$ cat config.mk
export PLATFORM = sky130hd
export DESIGN_NAME = config_port_watchdog
export DESIGN_NICKNAME = d
export VERILOG_FILES = /design/src/hdl/wdt_pkg.sv /design/src/hdl/config_port_watchdog.sv
export SDC_FILE = /design/constraint.sdc
export NUM_CORES = 1
export LEC_CHECK = 0
export BUFFER_PORTS_ARGS = -buffer_cell sky130_fd_sc_hd__buf_2
export CAP_MARGIN = 20
export CORE_MARGIN = 5
export CORE_UTILIZATION = 65
export DETAILED_ROUTE_END_ITERATION = 8
export PLACE_DENSITY = 0.91
export SLEW_MARGIN = 40
export SYNTH_ARGS = -nofsm -noshare
export SYNTH_HDL_FRONTEND = slang
export SYNTH_SLANG_ARGS = --single-unit
$ cat constraint.sdc
create_clock -name core_clk_in -period 7.1 [get_ports core_clk_in]
set_input_delay 0.71 -clock core_clk_in [delete_from_list [all_inputs] [get_ports core_clk_in]]
set_output_delay 0.71 -clock core_clk_in [all_outputs]
set_load 0.02 [all_outputs]
$ cat src/hdl/wdt_pkg.sv
// Purpose: Shared constants and types for the config port watchdog
// Assumes: 125 MHz core clock, 8-bit host I/O port cycles
// Notes: Register indices are the values written to the index port
package wdt_pkg;
    localparam logic [7:0] INDEX_PORT_ADDR = 8'h2e;
    localparam logic [7:0] DATA_PORT_ADDR = 8'h2f;
    localparam logic [7:0] UNLOCK_KEY = 8'h87;
    localparam logic [7:0] LOCK_KEY = 8'haa;
    localparam logic [7:0] REG_UNIT_SELECT = 8'h07;
    localparam logic [7:0] REG_ACTIVATE = 8'h30;
    localparam logic [7:0] REG_UNIT_CFG = 8'hf5;
    localparam logic [7:0] REG_COUNT = 8'hf6;
    localparam logic [7:0] REG_RESTART_STATUS = 8'hf7;
    localparam logic [7:0] WATCHDOG_UNIT = 8'h08;
    localparam logic [7:0] ACTIVATE_ON = 8'h01;
    localparam int MINUTES_BIT = 3;
    localparam int MOUSE_EN_BIT = 7;
    localparam int KBD_EN_BIT = 6;
    localparam int FORCE_BIT = 5;
    localparam int STATUS_BIT = 4;
    localparam logic [7:0] COUNT_RESET = 8'h00;
    localparam int CLK_HZ = 125_000_000;
    localparam int SECOND_NS = 1_000_000_000;
    localparam int CLK_PERIOD_NS = 8;
    localparam int CYCLES_PER_SECOND = SECOND_NS / CLK_PERIOD_NS;
    localparam int SECONDS_PER_MINUTE = 60;

    // One host I/O cycle toward the device
    typedef struct packed {
        logic wr;
        logic rd;
        logic [7:0] addr;
        logic [7:0] wdata;
    } io_req_t;
endpackage

$ cat src/hdl/config_port_watchdog.sv
// Purpose: Watchdog timer behind a locked index/data host port pair
// Assumes: Host strobes are one-cycle pulses on core_clk_in
// Notes: Activity and strap inputs come from pins and are synchronised
// Contract
// - Index and data host ports reach registers
// - Unlock key twice enters configuration mode
// - Lock key leaves configuration mode
// - Unit number eight selects watchdog registers
// - Activation 01 enables; disabled after reset
// - Units bit: zero seconds, one minutes
// - Count zero stops; 1 to 255 units
// - Count write reloads and restarts counter
// - Expiry asserts timeout output
// - Interrupt active low until restarted
// - Strap routes timeout to reset or interrupt
// - Keyboard restart bit, default off
// - Force bit raises timeout, self clears
// - Status bit reads one after timeout
// - Mouse restart bit enables mouse restart
module config_port_watchdog #(
    parameter int SECOND_CYCLES = wdt_pkg::CYCLES_PER_SECOND,
    parameter int MINUTE_SECONDS = wdt_pkg::SECONDS_PER_MINUTE
) (
    input wire logic core_clk_in,
    input wire logic rst_in,
    input wire wdt_pkg::io_req_t io_req_in,
    output logic [7:0] io_rdata_out,
    input wire logic kbd_activity_in,
    input wire logic mouse_activity_in,
    input wire logic timeout_route_strap_in,
    output logic timeout_irq_n_out,
    output logic timeout_reset_out
);
    import wdt_pkg::*;

    typedef enum logic [1:0] {LOCKED, HALF_OPEN, OPEN} cfg_state_t;

    cfg_state_t cfg_state_reg;
    logic [7:0] index_reg;
    logic [7:0] unit_sel_reg;
    logic active_reg;
    logic minutes_reg;
    logic kbd_en_reg;
    logic mouse_en_reg;
    logic [7:0] count_reg;
    logic [7:0] reload_reg;
    logic [31:0] tick_reg;
    logic [7:0] sec_reg;
    logic expired_reg;
    logic [7:0] io_rdata_reg;
    logic [1:0] kbd_sync_reg;
    logic [1:0] mouse_sync_reg;
    logic [1:0] strap_sync_reg;
    logic kbd_prev_reg;
    logic mouse_prev_reg;

    logic idx_wr;
    logic data_wr;
    logic data_rd;
    logic wd_sel;
    logic count_wr;
    logic force_wr;
    logic kbd_edge;
    logic mouse_edge;
    logic restart;
    logic unit_tick;
    logic expire_now;

    // Index and data port decode; data port only live when unlocked
    assign idx_wr = io_req_in.wr && (io_req_in.addr == INDEX_PORT_ADDR);
    assign data_wr = io_req_in.wr && (io_req_in.addr == DATA_PORT_ADDR)
                     && (cfg_state_reg == OPEN);
    assign data_rd = io_req_in.rd && (io_req_in.addr == DATA_PORT_ADDR)
                     && (cfg_state_reg == OPEN);
    assign wd_sel = (unit_sel_reg == WATCHDOG_UNIT);
    assign count_wr = data_wr && wd_sel && (index_reg == REG_COUNT);
    assign force_wr = data_wr && wd_sel && (index_reg == REG_RESTART_STATUS)
                      && io_req_in.wdata[FORCE_BIT];

    // Pin synchronisers for activity and strap
    always_ff @(posedge core_clk_in or posedge rst_in) begin
        if (rst_in) begin
            kbd_sync_reg <= 2'h0;
            mouse_sync_reg <= 2'h0;
            strap_sync_reg <= 2'h0;
            kbd_prev_reg <= 1'b0;
            mouse_prev_reg <= 1'b0;
        end else begin
            kbd_sync_reg <= {kbd_sync_reg[0], kbd_activity_in};
            mouse_sync_reg <= {mouse_sync_reg[0], mouse_activity_in};
            strap_sync_reg <= {strap_sync_reg[0], timeout_route_strap_in};
            kbd_prev_reg <= kbd_sync_reg[1];
            mouse_prev_reg <= mouse_sync_reg[1];
        end
    end

    assign kbd_edge = kbd_sync_reg[1] && !kbd_prev_reg;
    assign mouse_edge = mouse_sync_reg[1] && !mouse_prev_reg;
    assign restart = count_wr || (kbd_en_reg && kbd_edge)
                     || (mouse_en_reg && mouse_edge);

    // Key sequence: two unlock writes in a row open, lock key closes
    always_ff @(posedge core_clk_in or posedge rst_in) begin
        if (rst_in) begin
            cfg_state_reg <= LOCKED;
        end else if (idx_wr) begin
            case (cfg_state_reg)
                LOCKED: begin
                    cfg_state_reg <= (io_req_in.wdata == UNLOCK_KEY) ? HALF_OPEN
                                                                      : LOCKED;
                end
                HALF_OPEN: begin
                    cfg_state_reg <= (io_req_in.wdata == UNLOCK_KEY) ? OPEN : LOCKED;
                end
                OPEN: begin
                    if (io_req_in.wdata == LOCK_KEY) begin
                        cfg_state_reg <= LOCKED;
                    end
                end
                default: begin
                    cfg_state_reg <= LOCKED;
                end
            endcase
        end
    end

    // Index register, only loaded while configuration is open
    always_ff @(posedge core_clk_in or posedge rst_in) begin
        if (rst_in) begin
            index_reg <= 8'h00;
        end else if (idx_wr && cfg_state_reg == OPEN) begin
            index_reg <= io_req_in.wdata;
        end
    end

    // Configuration registers written through the data port
    always_ff @(posedge core_clk_in or posedge rst_in) begin
        if (rst_in) begin
            unit_sel_reg <= 8'h00;
            active_reg <= 1'b0;
            minutes_reg <= 1'b0;
            kbd_en_reg <= 1'b0;
            mouse_en_reg <= 1'b0;
        end else if (data_wr) begin
            if (index_reg == REG_UNIT_SELECT) begin
                unit_sel_reg <= io_req_in.wdata;
            end else if (wd_sel) begin
                case (index_reg)
                    REG_ACTIVATE: begin
                        active_reg <= (io_req_in.wdata == ACTIVATE_ON);
                    end
                    REG_UNIT_CFG: begin
                        minutes_reg <= io_req_in.wdata[MINUTES_BIT];
                    end
                    REG_RESTART_STATUS: begin
                        kbd_en_reg <= io_req_in.wdata[KBD_EN_BIT];
                        mouse_en_reg <= io_req_in.wdata[MOUSE_EN_BIT];
                    end
                    default: begin
                    end
                endcase
            end
        end
    end

    // Unit prescaler: second ticks, then minutes by counting seconds
    always_ff @(posedge core_clk_in or posedge rst_in) begin
        if (rst_in) begin
            tick_reg <= 32'h0;
            sec_reg <= 8'h00;
        end else if (restart || !active_reg || count_reg == COUNT_RESET) begin
            tick_reg <= 32'h0;
            sec_reg <= 8'h00;
        end else if (tick_reg == 32'(SECOND_CYCLES - 1)) begin
            tick_reg <= 32'h0;
            if (unit_tick) begin
                sec_reg <= 8'h00;
            end else begin
                sec_reg <= sec_reg + 8'h01;
            end
        end else begin
            tick_reg <= tick_reg + 32'h1;
        end
    end

    assign unit_tick = (tick_reg == 32'(SECOND_CYCLES - 1))
                       && (!minutes_reg || sec_reg == 8'(MINUTE_SECONDS - 1));
    assign expire_now = active_reg && !restart && unit_tick
                        && (count_reg == 8'h01);

    // Count last written, so activity restarts begin again from the full length
    always_ff @(posedge core_clk_in or posedge rst_in) begin
        if (rst_in) begin
            reload_reg <= COUNT_RESET;
        end else if (count_wr) begin
            reload_reg <= io_req_in.wdata;
        end
    end

    // Down counter: reload on restart, stop at zero
    always_ff @(posedge core_clk_in or posedge rst_in) begin
        if (rst_in) begin
            count_reg <= COUNT_RESET;
        end else if (count_wr) begin
            count_reg <= io_req_in.wdata;
        end else if (restart) begin
            count_reg <= reload_reg;
        end else if (active_reg && unit_tick && count_reg != COUNT_RESET) begin
            count_reg <= count_reg - 8'h01;
        end
    end

    // Timeout state: set by expiry or force, cleared by restart
    always_ff @(posedge core_clk_in or posedge rst_in) begin
        if (rst_in) begin
            expired_reg <= 1'b0;
        end else if (expire_now || force_wr) begin
            expired_reg <= 1'b1;
        end else if (restart) begin
            expired_reg <= 1'b0;
        end
    end

    // Data port read path
    always_ff @(posedge core_clk_in or posedge rst_in) begin
        if (rst_in) begin
            io_rdata_reg <= 8'h00;
        end else if (data_rd) begin
            io_rdata_reg <= 8'h00;
            if (wd_sel && index_reg == REG_RESTART_STATUS) begin
                io_rdata_reg[MOUSE_EN_BIT] <= mouse_en_reg;
                io_rdata_reg[KBD_EN_BIT] <= kbd_en_reg;
                io_rdata_reg[STATUS_BIT] <= expired_reg;
            end else if (wd_sel && index_reg == REG_UNIT_CFG) begin
                io_rdata_reg[MINUTES_BIT] <= minutes_reg;
            end else if (wd_sel && index_reg == REG_COUNT) begin
                io_rdata_reg <= count_reg;
            end
        end
    end

    assign io_rdata_out = io_rdata_reg;
    // Strap steers the timeout to one of the two outputs
    assign timeout_irq_n_out = !(expired_reg && !strap_sync_reg[1]);
    assign timeout_reset_out = expired_reg && strap_sync_reg[1];
endmodule

Word level (Yosys, flattened, before mapping)
Cells that the tools add are included.

word-level totals
  register bits after elaboration = 95
  input bits = 23
  output and inout bits = 10
  logic and storage cells = 110

operators by class
  $add $sub $neg = 3
  eq/ne operators = 17
  mux-type cells = 22
  bitwise gates (word level) = 1
  reductions and logical operators = 49

operators with widths
  cell                                               number
  two-way mux 32 bit                                 2
  two-way mux 8 bit                                  7
  == test 8 bit (second input constant)              5
  adder 32 x 1 -> 32 bit (second input constant)     1
  == test 32 x 27 -> 1 bit (second input constant)   1
  == test 8 x 6 -> 1 bit (second input constant)     4
  logical AND 1 bit                                  25
  == test 8 x 1 -> 1 bit (second input constant)     2
  AND reduction 4 bit                                3
  adder 8 x 1 -> 8 bit (second input constant)       1
  == test 8 x 3 -> 1 bit (second input constant)     1
  == test 8 x 4 -> 1 bit (second input constant)     1
  logical NOT 8 bit                                  1
  two-way mux 4 bit                                  2
  nonzero test 8 bit                                 1
  subtractor 8 x 1 -> 8 bit (second input constant)  1
  logical NOT 1 bit                                  7
  logical OR 1 bit                                   6
  two-way mux 1 bit                                  6
  two-way mux 2 bit                                  3
  case mux 2 bit (3 select lines)                    1
  AND reduction 2 bit                                2
  nonzero test 2 bit                                 2
  two-way mux 3 bit                                  1
  other kinds (6)                                    6

Longest topological paths before layout
Gate-level depths: netlist (run 1).

  depth after elaboration = 13
  depth in mapped cells = 9

Worst setup path before layout (run 1)
No wires, ideal clock.

  path type = register to register
  start = register unit_sel_reg[4]
  end = register count_reg[3]
  setup time = 0.079 ns
  arrival = 2.352 ns
  data required time = 7.021 ns
  setup slack = 4.669 ns
  cell stages (with the launch flop) = 8
  path buffers = 1
  clock period less this slack = 2.431 ns
  cell sequence = dfrtp_1 > or4b_1 > or4b_4 > or3_1 > buf_6 > mux2i_4 > a2bb2oi_2 > a2bb2oi_1

on the way
  longest elaborated chain between the ends = 7

RTL lines
  element                            line                         RTL
  start, declared                    config_port_watchdog.sv:40   logic [7:0] unit_sel_reg;
  start signal, assigned             config_port_watchdog.sv:146  unit_sel_reg <= io_req_in.wdata;
  == test 8 x 4 -> 1 bit *           config_port_watchdog.sv:75   assign wd_sel = (unit_sel_reg == WATCHDOG_UNIT);
  logical AND 1 bit * (2 in series)  config_port_watchdog.sv:76   assign count_wr = data_wr && wd_sel && (index_reg == REG_COUNT);
  logical OR 1 bit                   config_port_watchdog.sv:99   assign restart = count_wr || (kbd_en_reg && kbd_edge)
  logical OR 1 bit                   config_port_watchdog.sv:100  || (mouse_en_reg && mouse_edge);
  two-way mux 8 bit                  config_port_watchdog.sv:206  end else if (restart) begin
  two-way mux 8 bit                  config_port_watchdog.sv:204  end else if (count_wr) begin
  end signal, assigned               config_port_watchdog.sv:205  count_reg <= io_req_in.wdata;
  end signal, assigned               config_port_watchdog.sv:207  count_reg <= reload_reg;
  end signal, assigned               config_port_watchdog.sv:209  count_reg <= count_reg - 8'h01;
  end, declared                      config_port_watchdog.sv:45   logic [7:0] count_reg;

Mark *: on every way between the ends. The rest lies on a longest branch, timed or not.
A chain may end at the register's enable or synchronous reset.

Final worst setup path (run 1)
  start = register unit_sel_reg[0]
  end = register tick_reg[24]

on the way
  longest elaborated chain between the ends = 8

RTL lines
  element                          line                         RTL
  == test 8 x 4 -> 1 bit           config_port_watchdog.sv:75
  logical AND 1 bit (2 in series)  config_port_watchdog.sv:76
  logical OR 1 bit                 config_port_watchdog.sv:99
  logical OR 1 bit                 config_port_watchdog.sv:100
  logical OR 1 bit (2 in series)   config_port_watchdog.sv:171  end else if (restart || !active_reg || count_reg == COUNT_RESET) begin
  two-way mux 32 bit               config_port_watchdog.sv:171
  end signal, assigned             config_port_watchdog.sv:182  tick_reg <= tick_reg + 32'h1;
  end, declared                    config_port_watchdog.sv:47   logic [31:0] tick_reg;

No other way between the ends.

==> flow_summary.json, run 1 <==
{
  "status": "finished clean",
  "yosysMostFrequentCell": "dfrtp_1",
  "worstSetupStartpointType": "flip-flop",
  "leakage_uw": 0.00223,
  "routed_wl_um": 10500,
  "setup_slack_ns": 4.00,
  "grt_first_pass_wirelength_um": 17500,
  "start_util_pct": 67.4,
  "layout.nets": 518,
  "diodes": 0,
  "rsz0062_at_grt": "false",
  "die_w_um": 94.4,
  "finalHoldViolations": 0,
  "synth.yosys.seq_area_share_pct": 51.3,
  "drtPass1Iterations": 5,
  "final_max_slew_viol_count": 0,
  "crit_path_max_fanout": 32,
  "fin_area_mm2": 0.00508,
  "hp-class": "in2async",
  "clk_path_buf_depth": 2,
  "post_cts_buffers": 0,
  "post-place-ws_ns": 3.85,
  "placementRows": 30,
  "ys_warn_count": 0,
  "syn-cell-area_mm2": 0.00463,
  "n_fill_cell": 445,
  "antenna_found_initial": 0,
  "synth_async_sr_flop_share_pct": 100,
  "grt_pass1_vias": 3681,
  "synth_top_flop_cell": "dfrtp_1",
  "clock_sinks": 95,
  "fin_cells": 591,
  "cts_tree": "built",
  "largest_reg_flops": 32,
  "syn-mean-instance-area_um2": 10.1,
  "setup-tns-final_ns": 0,
  "layout-area-overhead-vs-synth_pct": 9.64,
  "synth_common_cells": "dfrtp_1, nor2_1, nand2_1",
  "rr_worst_depth": 6,
  "synth_top_area_share_pct": 51.3,
  "setup-violations-final": 0,
  "multi_input_area_mm2": 0.00213,
  "synth_nets": 488,
  "fin_skew_ns": 0.0152,
  "syn_inst": 460,
  "crit_type": "reg2reg",
  "clk_pin_slew_ns": 0.09,
  "synth_top_area_cell": "dfrtp_1",
  "arrival_ns": 3.34,
  "grt_start_max_net_pins": 67,
  "place.gp.congestion": 0.863,
  "dr.first_iter.drc_count": 313,
  "maxCapViolCount": 0,
  "place_area_mm2": 0.00485,
  "drc_errors": 0,
  "peakVddDrop_v": 0.000146,
  "numPlacedInstances": 575,
  "vias_per_cell": 6.12,
  "worstSkewPairLatency_ns": 0.38,
  "vias": 3618,
  "die_h_um": 94.4,
  "die-area_mm2": 0.00892,
  "ant_nets": 0,
  "ctsHoldBuffers": 0,
  "layout_min_cycle_time_ns": 3.10,
  "power_density_mw_per_mm2": 190,
  "synth_area_leaders": "dfrtp_1, nor2_1, mux2_2, nand2_1, xor2_1",
  "cts_buffers": 9,
  "root_buffer": "clkbuf_8",
  "slew_headroom_pct": 52.4,
  "ys_types": 59,
  "clock.fmax_mhz": 323,
  "cp-end-kind": "flip-flop",
  "gr-usage-all-layers_pct": 25.3,
  "period_share_pct": 43.7,
  "num_io_pins": 33,
  "reg2reg_setup_slack_ns": 4.00,
  "coreArea_mm2": 0.00687,
  "synth_edf_count": 0,
  "drt-wirelength-per-cell_um": 17.8,
  "overflow": 0,
  "tightest_slew_ns": 0.708,
  "htreeDepth": 3,
  "cp.required_ns": 7.34,
  "dp_hpwl_um": 7100,
  "post_cts_resized": 0,
  "portBuffers": 32,
  "regArea_mm2": 0.00238,
  "drive_gt1_share_pct": 17.0,
  "ys_ff_latch": 95
}
per-layer routing:
layer	GRT usage (%)	share of wire [%]
met2	40.0	49
met1	34.0	41
met3	5.34	7.5
met4	11.1	2.6
met5	0	0
where the power goes:
group / internal (uW) / switching, uW
Sequential: 543 / 1.04
Clock: 208 / 191
Combinational: 6.10 / 17.5
cell families (layout without fill, tap and decap cells):
kind of cell / Yosys count / count (layout) / share of synthesized area (%)
and+or+nand+nor: 218 / 218 / 24.7
DFF: 95 / 95 / 51.3
AOI/OAI and AO/OA: 58 / 58 / 7.91
xor gates and xnor gates: 34 / 34 / 6.43
buffers and inverters: 28 / 63 / 2.81
muxes: 22 / 22 / 5.54
adders and majority gates: 5 / 5 / 1.35
cell usage in the layout, fill, tap and decap left out, drive strengths merged, types with 8 or more instances in the layout:
cell,synthesis,routed
dfrtp,95,95
nor2,63,63
nand2,45,45
buf,7,33
nand3,29,29
o21ai,21,21
mux2,19,19
xor2,18,18
xnor2,16,16
a21oi,15,15
inv,14,13
and3,11,11
nor3,11,11
clkbuf,7,11
nor4,8,8
final timing paths:
check / start / to
setup / recovery: unit_sel_reg[0] / tick_reg[24]
hold / removal: rst_in / tick_reg[5]
max in group asynchronous: rst_in / count_reg[2]
min in group core_clk_in: kbd_sync_reg[0] / kbd_sync_reg[1]
setup reg to reg: unit_sel_reg[0] / tick_reg[24]
hold reg to reg: kbd_sync_reg[0] / kbd_sync_reg[1]
stage by stage:
stage	total power, uW	util [%]	hold slack (ns)
final	966	74.0	0.344
after global routing	997	74.0	0.370
after CTS	969	73.8	0.352
after detailed placement	578	70.5	0.335
after global placement	577	70.5	0.338
after floorplan	564	-	0.331
critical path, cell delays in order, from the launching register on:
cell	delay (ns)
dfrtp_1	0.40
or4b_4	0.57
or4b_4	0.55
nor3_4	0.43
or3_1	0.36
or2b_2	0.53
nor2_1	0.12
layout make-up:
type | count | area share [%]
multi-input cells | 337 | 42.0
clock buffers | 11 | 2.78
well taps | 96 | 2.36
inverters | 14 | 1.06
repair buffers | 33 | 3.37
clock inverters | 5 | 1.60
flip-flops and latches | 95 | 46.8
Power figures use the tool's default switching activity.
==> run 2, diff against run 1 <==
- CORE_UTILIZATION: 65 -> 60
- PLACE_DENSITY: 0.91 -> 0.85
- clock period: 7.1 -> 3.2 ns (I/O delays scaled with it)
==> flow_summary.json, run 2 (same netlist as run 1, synthesis figures left out) <==
{
  "status": "finished clean",
  "hp-class": "in2async",
  "place.gp.congestion": 0.879,
  "gr-usage-all-layers_pct": 21.6,
  "overflow": 0,
  "drc_errors": 0,
  "slew_headroom_pct": 56.2,
  "peakVddDrop_v": 0.000240,
  "die_h_um": 97.9,
  "placementRows": 32,
  "clock.fmax_mhz": 378,
  "htreeDepth": 3,
  "fin_skew_ns": 0.00622,
  "gr-usage-met1_pct": 30.5,
  "grt_pass1_vias": 3522,
  "place_area_mm2": 0.00490,
  "power_density_mw_per_mm2": 397,
  "die-area_mm2": 0.00958,
  "portBuffers": 32,
  "dr.first_iter.drc_count": 300,
  "crit_path_max_fanout": 8,
  "layout_min_cycle_time_ns": 2.65,
  "cp.required_ns": 3.49,
  "use_met3_pct": 5.21,
  "grt_start_max_net_pins": 51,
  "crit_type": "reg2reg",
  "fin_area_mm2": 0.00509,
  "post_cts_resized": 0,
  "fin_util_pct": 66.9,
  "cts_buffers": 9,
  "tightest_slew_ns": 0.654,
  "vias_per_cell": 5.95,
  "clock_sinks": 95,
  "maxCapViolCount": 0,
  "drtPass1Iterations": 5,
  "path_cells": "or4b_1, or4b_4, or3_1, buf_4, nor2_1, a221o_1",
  "final_common_cell": "dfrtp_1",
  "clk_pin_slew_ns": 0.09,
  "crit_cells": 6,
  "power.total_uw": 2020,
  "worstSetupStartpointType": "flip-flop",
  "cp-end-kind": "flip-flop",
  "largest_reg_flops": 32,
  "diodes": 0,
  "antenna_found_initial": 0,
  "layout-area-overhead-vs-synth_pct": 9.86,
  "clk_path_buf_depth": 2,
  "layout_common_cells": "dfrtp_1, nor2_1, nand2_1",
  "rsz0062_at_grt": "false",
  "cp_num_buf_inv": 1,
  "ant_nets": 0,
  "num_io_pins": 33,
  "die_w_um": 97.9,
  "critical_path.slowest_cell": "or4b_4",
  "drt-wirelength-per-cell_um": 16.8,
  "leakage_uw": 0.00223,
  "vias": 3575,
  "routed_wl_um": 10100,
  "post_cts_buffers": 0,
  "final_max_slew_viol_count": 0,
  "layout.nets": 523,
  "setup-tns-final_ns": 0,
  "worstSkewPairLatency_ns": 0.35,
  "grt_first_pass_wirelength_um": 17000,
  "drive_gt1_share_pct": 17.4,
  "cts_tree": "built",
  "setup-violations-final": 0,
  "finalHoldViolations": 0,
  "ctsHoldBuffers": 0,
  "start_util_pct": 60.9,
  "crit_family": "simple AND/OR/NAND/NOR gates",
  "top_usage_layer": "met2",
  "rr_worst_depth": 6,
  "coreArea_mm2": 0.00761,
  "arrival_ns": 2.94,
  "period_share_pct": 82.7,
  "slowest_delay_ns": 0.57,
  "dp_hpwl_um": 6950,
  "grtUsageMet2_pct": 33.0,
  "root_buffer": "clkbuf_8"
}
run 2: area by class of cell:
cell class,count,area [um^2]
multi-input cells,337,2130
clock buffers,9,124
repair buffers,38,218
clock inverters,6,62.6
fillers,563,2520
inverters,14,55.1
well taps,102,128
flip-flops and latches,95,2380
run 2: per-stage QoR:
step | hold WS (ns) | std cells | setup WS [ns]
finish | 0.0252 | 601 | 0.553
floorplan | 0.331 | 460 | 0.403
CTS | 0.0649 | 601 | 0.557
global route | 0.0472 | 601 | 0.455
global placement | 0.337 | 586 | 0.621
detailed placement | 0.336 | 586 | 0.581
run 2: path summary, 6_finish.rpt:
| path | from | endpoint | slack, ns |
|---|---|---|---|
| min in group core_clk_in | mouse_activity_in | mouse_sync_reg[0] | 0.07 |
| worst max-delay path | unit_sel_reg[4] | count_reg[5] | 0.55 |
| worst min register to register | mouse_sync_reg[0] | mouse_sync_reg[1] | 0.35 |
| max in group asynchronous | rst_in | mouse_en_reg | 2.52 |
| worst max register to register | unit_sel_reg[4] | count_reg[5] | 0.55 |
| worst min-delay path | rst_in | mouse_sync_reg[0] | 0.03 |
run 2: routing by layer:
| layer | up-vias | wire, um |
|---|---|---|
| li1 | 1678 | - |
| met1 | 1731 | 4340 |
| met3 | 20 | 701 |
| met2 | 146 | 4840 |
| met4 | 0 | 189 |
| met5 | - | 0 |
run 2: power breakdown:
group	internal [uW]	total, uW	switching, uW
clock	354	758	404
combinational	14.9	54.2	39.2
sequential	1200	1210	2.14
==> run 3, diff against run 2 <==
- ABC_AREA: default -> 1
- CORE_UTILIZATION: 60 -> 61
- PLACE_DENSITY: 0.85 -> 0.86
- clock period: 3.2 -> 2.7 ns (I/O delays scaled with it)
==> flow_summary.json, run 3 <==
{
  "placementRows": 34,
  "seq_power_share_pct": 53.6,
  "crit_type": "reg2reg",
  "leakage_uw": 0.00285,
  "drtPass1Iterations": 5,
  "vias_per_cell": 5.58,
  "grt_first_pass_wirelength_um": 21800,
  "tightest_slew_ns": 0.650,
  "reg2reg_setup_slack_ns": 0.78,
  "cp-end-kind": "flip-flop",
  "cts_buffers": 9,
  "clk_pin_slew_ns": 0.10,
  "setup-violations-final": 0,
  "power_density_mw_per_mm2": 469,
  "synth_top_area_cell": "dfrtp_1",
  "synth_common_cells": "nand2_1, dfrtp_1, nor2_1",
  "worstSkewPairLatency_ns": 0.37,
  "yosysMostFrequentCell": "nand2_1",
  "coreArea_mm2": 0.00876,
  "place.gp.congestion": 0.932,
  "syn-mean-instance-area_um2": 7.55,
  "ant_nets": 0,
  "layout_common_cells": "nand2_1, nor2_1, dfrtp_1",
  "ys_ff_latch": 95,
  "violations": "negative hold slack",
  "die_h_um": 105,
  "layout.nets": 792,
  "clk_path_buf_depth": 2,
  "ys_types": 41,
  "drt-wirelength-per-cell_um": 14.9,
  "die_w_um": 105,
  "synth_edf_count": 0,
  "rr_worst_depth": 11,
  "portBuffers": 32,
  "status": "finished with violations",
  "root_buffer": "clkbuf_8",
  "cp.required_ns": 3.00,
  "synth_top_area_share_pct": 43.2,
  "num_io_pins": 33,
  "internal_power_uw": 2010,
  "power.combinational.fraction_pct": 12.1,
  "clkPwrFrac_pct": 34.2,
  "layout-area-overhead-vs-synth_pct": 8.12,
  "fin_skew_ns": 0.0151,
  "drc_errors": 0,
  "hp-class": "in2async",
  "r2r-start": "index_reg[6]",
  "layout_min_cycle_time_ns": 1.92,
  "clock_sinks": 95,
  "p_switching_uw": 780,
  "maxCapViolCount": 0,
  "antenna_found_initial": 0,
  "setup_slack_ns": 0.782,
  "period_share_pct": 71.0,
  "numPlacedInstances": 860,
  "syn_inst": 728,
  "die-area_mm2": 0.0110,
  "final_common_cell": "nand2_1",
  "r2r_end": "tick_reg[24]",
  "overflow": 0,
  "crit_path_max_fanout": 15,
  "grt_start_max_net_pins": 96,
  "diodes": 0,
  "routed_wl_um": 13100,
  "synth_nets": 756,
  "finalHoldViolations": 4,
  "clock.fmax_mhz": 521,
  "ys_warn_count": 0,
  "htreeDepth": 3,
  "n_fill_cell": 731,
  "peakVddDrop_v": 0.000376,
  "post_cts_buffers": 0,
  "arrival_ns": 2.22,
  "largest_reg_flops": 32,
  "post-place-ws_ns": 0.802,
  "setup-tns-final_ns": 0,
  "drive_gt1_share_pct": 13.5,
  "grt_pass1_vias": 4666,
  "rsz0062_at_grt": "false",
  "final_max_slew_viol_count": 0,
  "whs_ns": -0.00854,
  "dp_hpwl_um": 9860,
  "fin_cells": 877,
  "dr.first_iter.drc_count": 319,
  "cts_tree": "built",
  "vias": 4897,
  "synth.yosys.seq_area_share_pct": 43.2,
  "switching_share_pct": 28.0,
  "syn-cell-area_mm2": 0.00550,
  "slew_headroom_pct": 56.7,
  "worstSetupStartpointType": "flip-flop",
  "gr-usage-all-layers_pct": 24.2,
  "synth_async_sr_flop_share_pct": 100,
  "synth_area_leaders": "dfrtp_1, nand2_1, nor2_1, inv_1, nand3_1",
  "start_util_pct": 62.7,
  "synth_top_flop_cell": "dfrtp_1"
}
-- run 3: changes by cell type after synthesis, moves of 14 or more --
cell / change
nand2_1: +162
inv_1: +75
nor2_1: +33
nand3_1: +23
nor3_1: +22
mux2_2: -19
xnor2_1: -16
nand4_1: +14
-- run 3: metal layers --
metal  vias up  wire length, um  global-route usage, %
met2       179             6070                   38.2
met3        23             1040                   5.18
met1      2317             5700                   33.1
met4         0              255                   8.22
li1       2378                -                      -
met5         -                0                      0
-- run 3: timing repair --
action                                 in CTS  in global routing
hold buffers                                1                  0
gates resized for setup                     0                  0
endpoints found under the hold margin       1                  0
-- run 3: area by class of cell --
cell class	count	area (um^2)	share of cell area [%]
sequential	95	2380	40.0
tap	108	135	2.27
inverter	101	385	6.48
timing repair buffer	34	190	3.20
clock inverter	6	71.3	1.20
clock buffer	10	128	2.15
multi-input combinational	523	2660	44.7
-- run 3: worst max-delay path by stage --
stage                          startpoint      endpoint  slack [ns]  cells after the start
after floorplan               tick_reg[0]    sec_reg[2]        1.12                     10
after CTS                    index_reg[6]  tick_reg[24]        0.79                     11
final                        index_reg[6]  tick_reg[24]        0.78                     11
after global placement    unit_sel_reg[6]    sec_reg[6]        0.86                     10
after global routing         index_reg[6]  tick_reg[24]        0.57                     11
after detailed placement     index_reg[6]  tick_reg[24]        0.80                     11
-- run 3: worst max-delay path, stage by stage (launching register included) --
cell and delay [ns]:
dfrtp_1 0.40, nand2_1 0.12, inv_2 0.04, nand2_1 0.08
nor2_2 0.05, nand2_4 0.12, nor2_4 0.09, nor2_8 0.22
nand2_2 0.25, nor2_4 0.28, nand2_1 0.08, nor2_1 0.10
-- run 3: cell families (layout without fill, tap and decap cells) --
logic type / after synthesis / in the layout / synth area share [%]
xor gates and xnor gates: 25 / 25 / 3.98
and+or+nand+nor: 449 / 449 / 37.9
buffers and inverters: 110 / 151 / 8.42
DFF: 95 / 95 / 43.2
AOI/OAI and AO/OA: 44 / 44 / 5.30
adders and majority gates: 5 / 5 / 1.14
-- run 3: per-stage QoR --
stage	instance area, um^2	util (%)	total power, uW
6_report	5940	67.8	2790
2_1_floorplan	5500	-	1760
5_1_grt	5940	67.8	2910
3_5_place_dp	5740	65.4	1850
3_3_place_gp	5740	65.4	1850
4_1_cts	5940	67.8	2800
-- run 3: power by group through the flow --
stage | clock network (uW) | logic, uW | registers, uW
after CTS | 968 | 338 | 1500
final | 955 | 338 | 1500
after floorplan | 0 | 251 | 1510
after global routing | 1020 | 387 | 1500
after global placement | 0 | 329 | 1520
after detailed placement | 0 | 332 | 1520
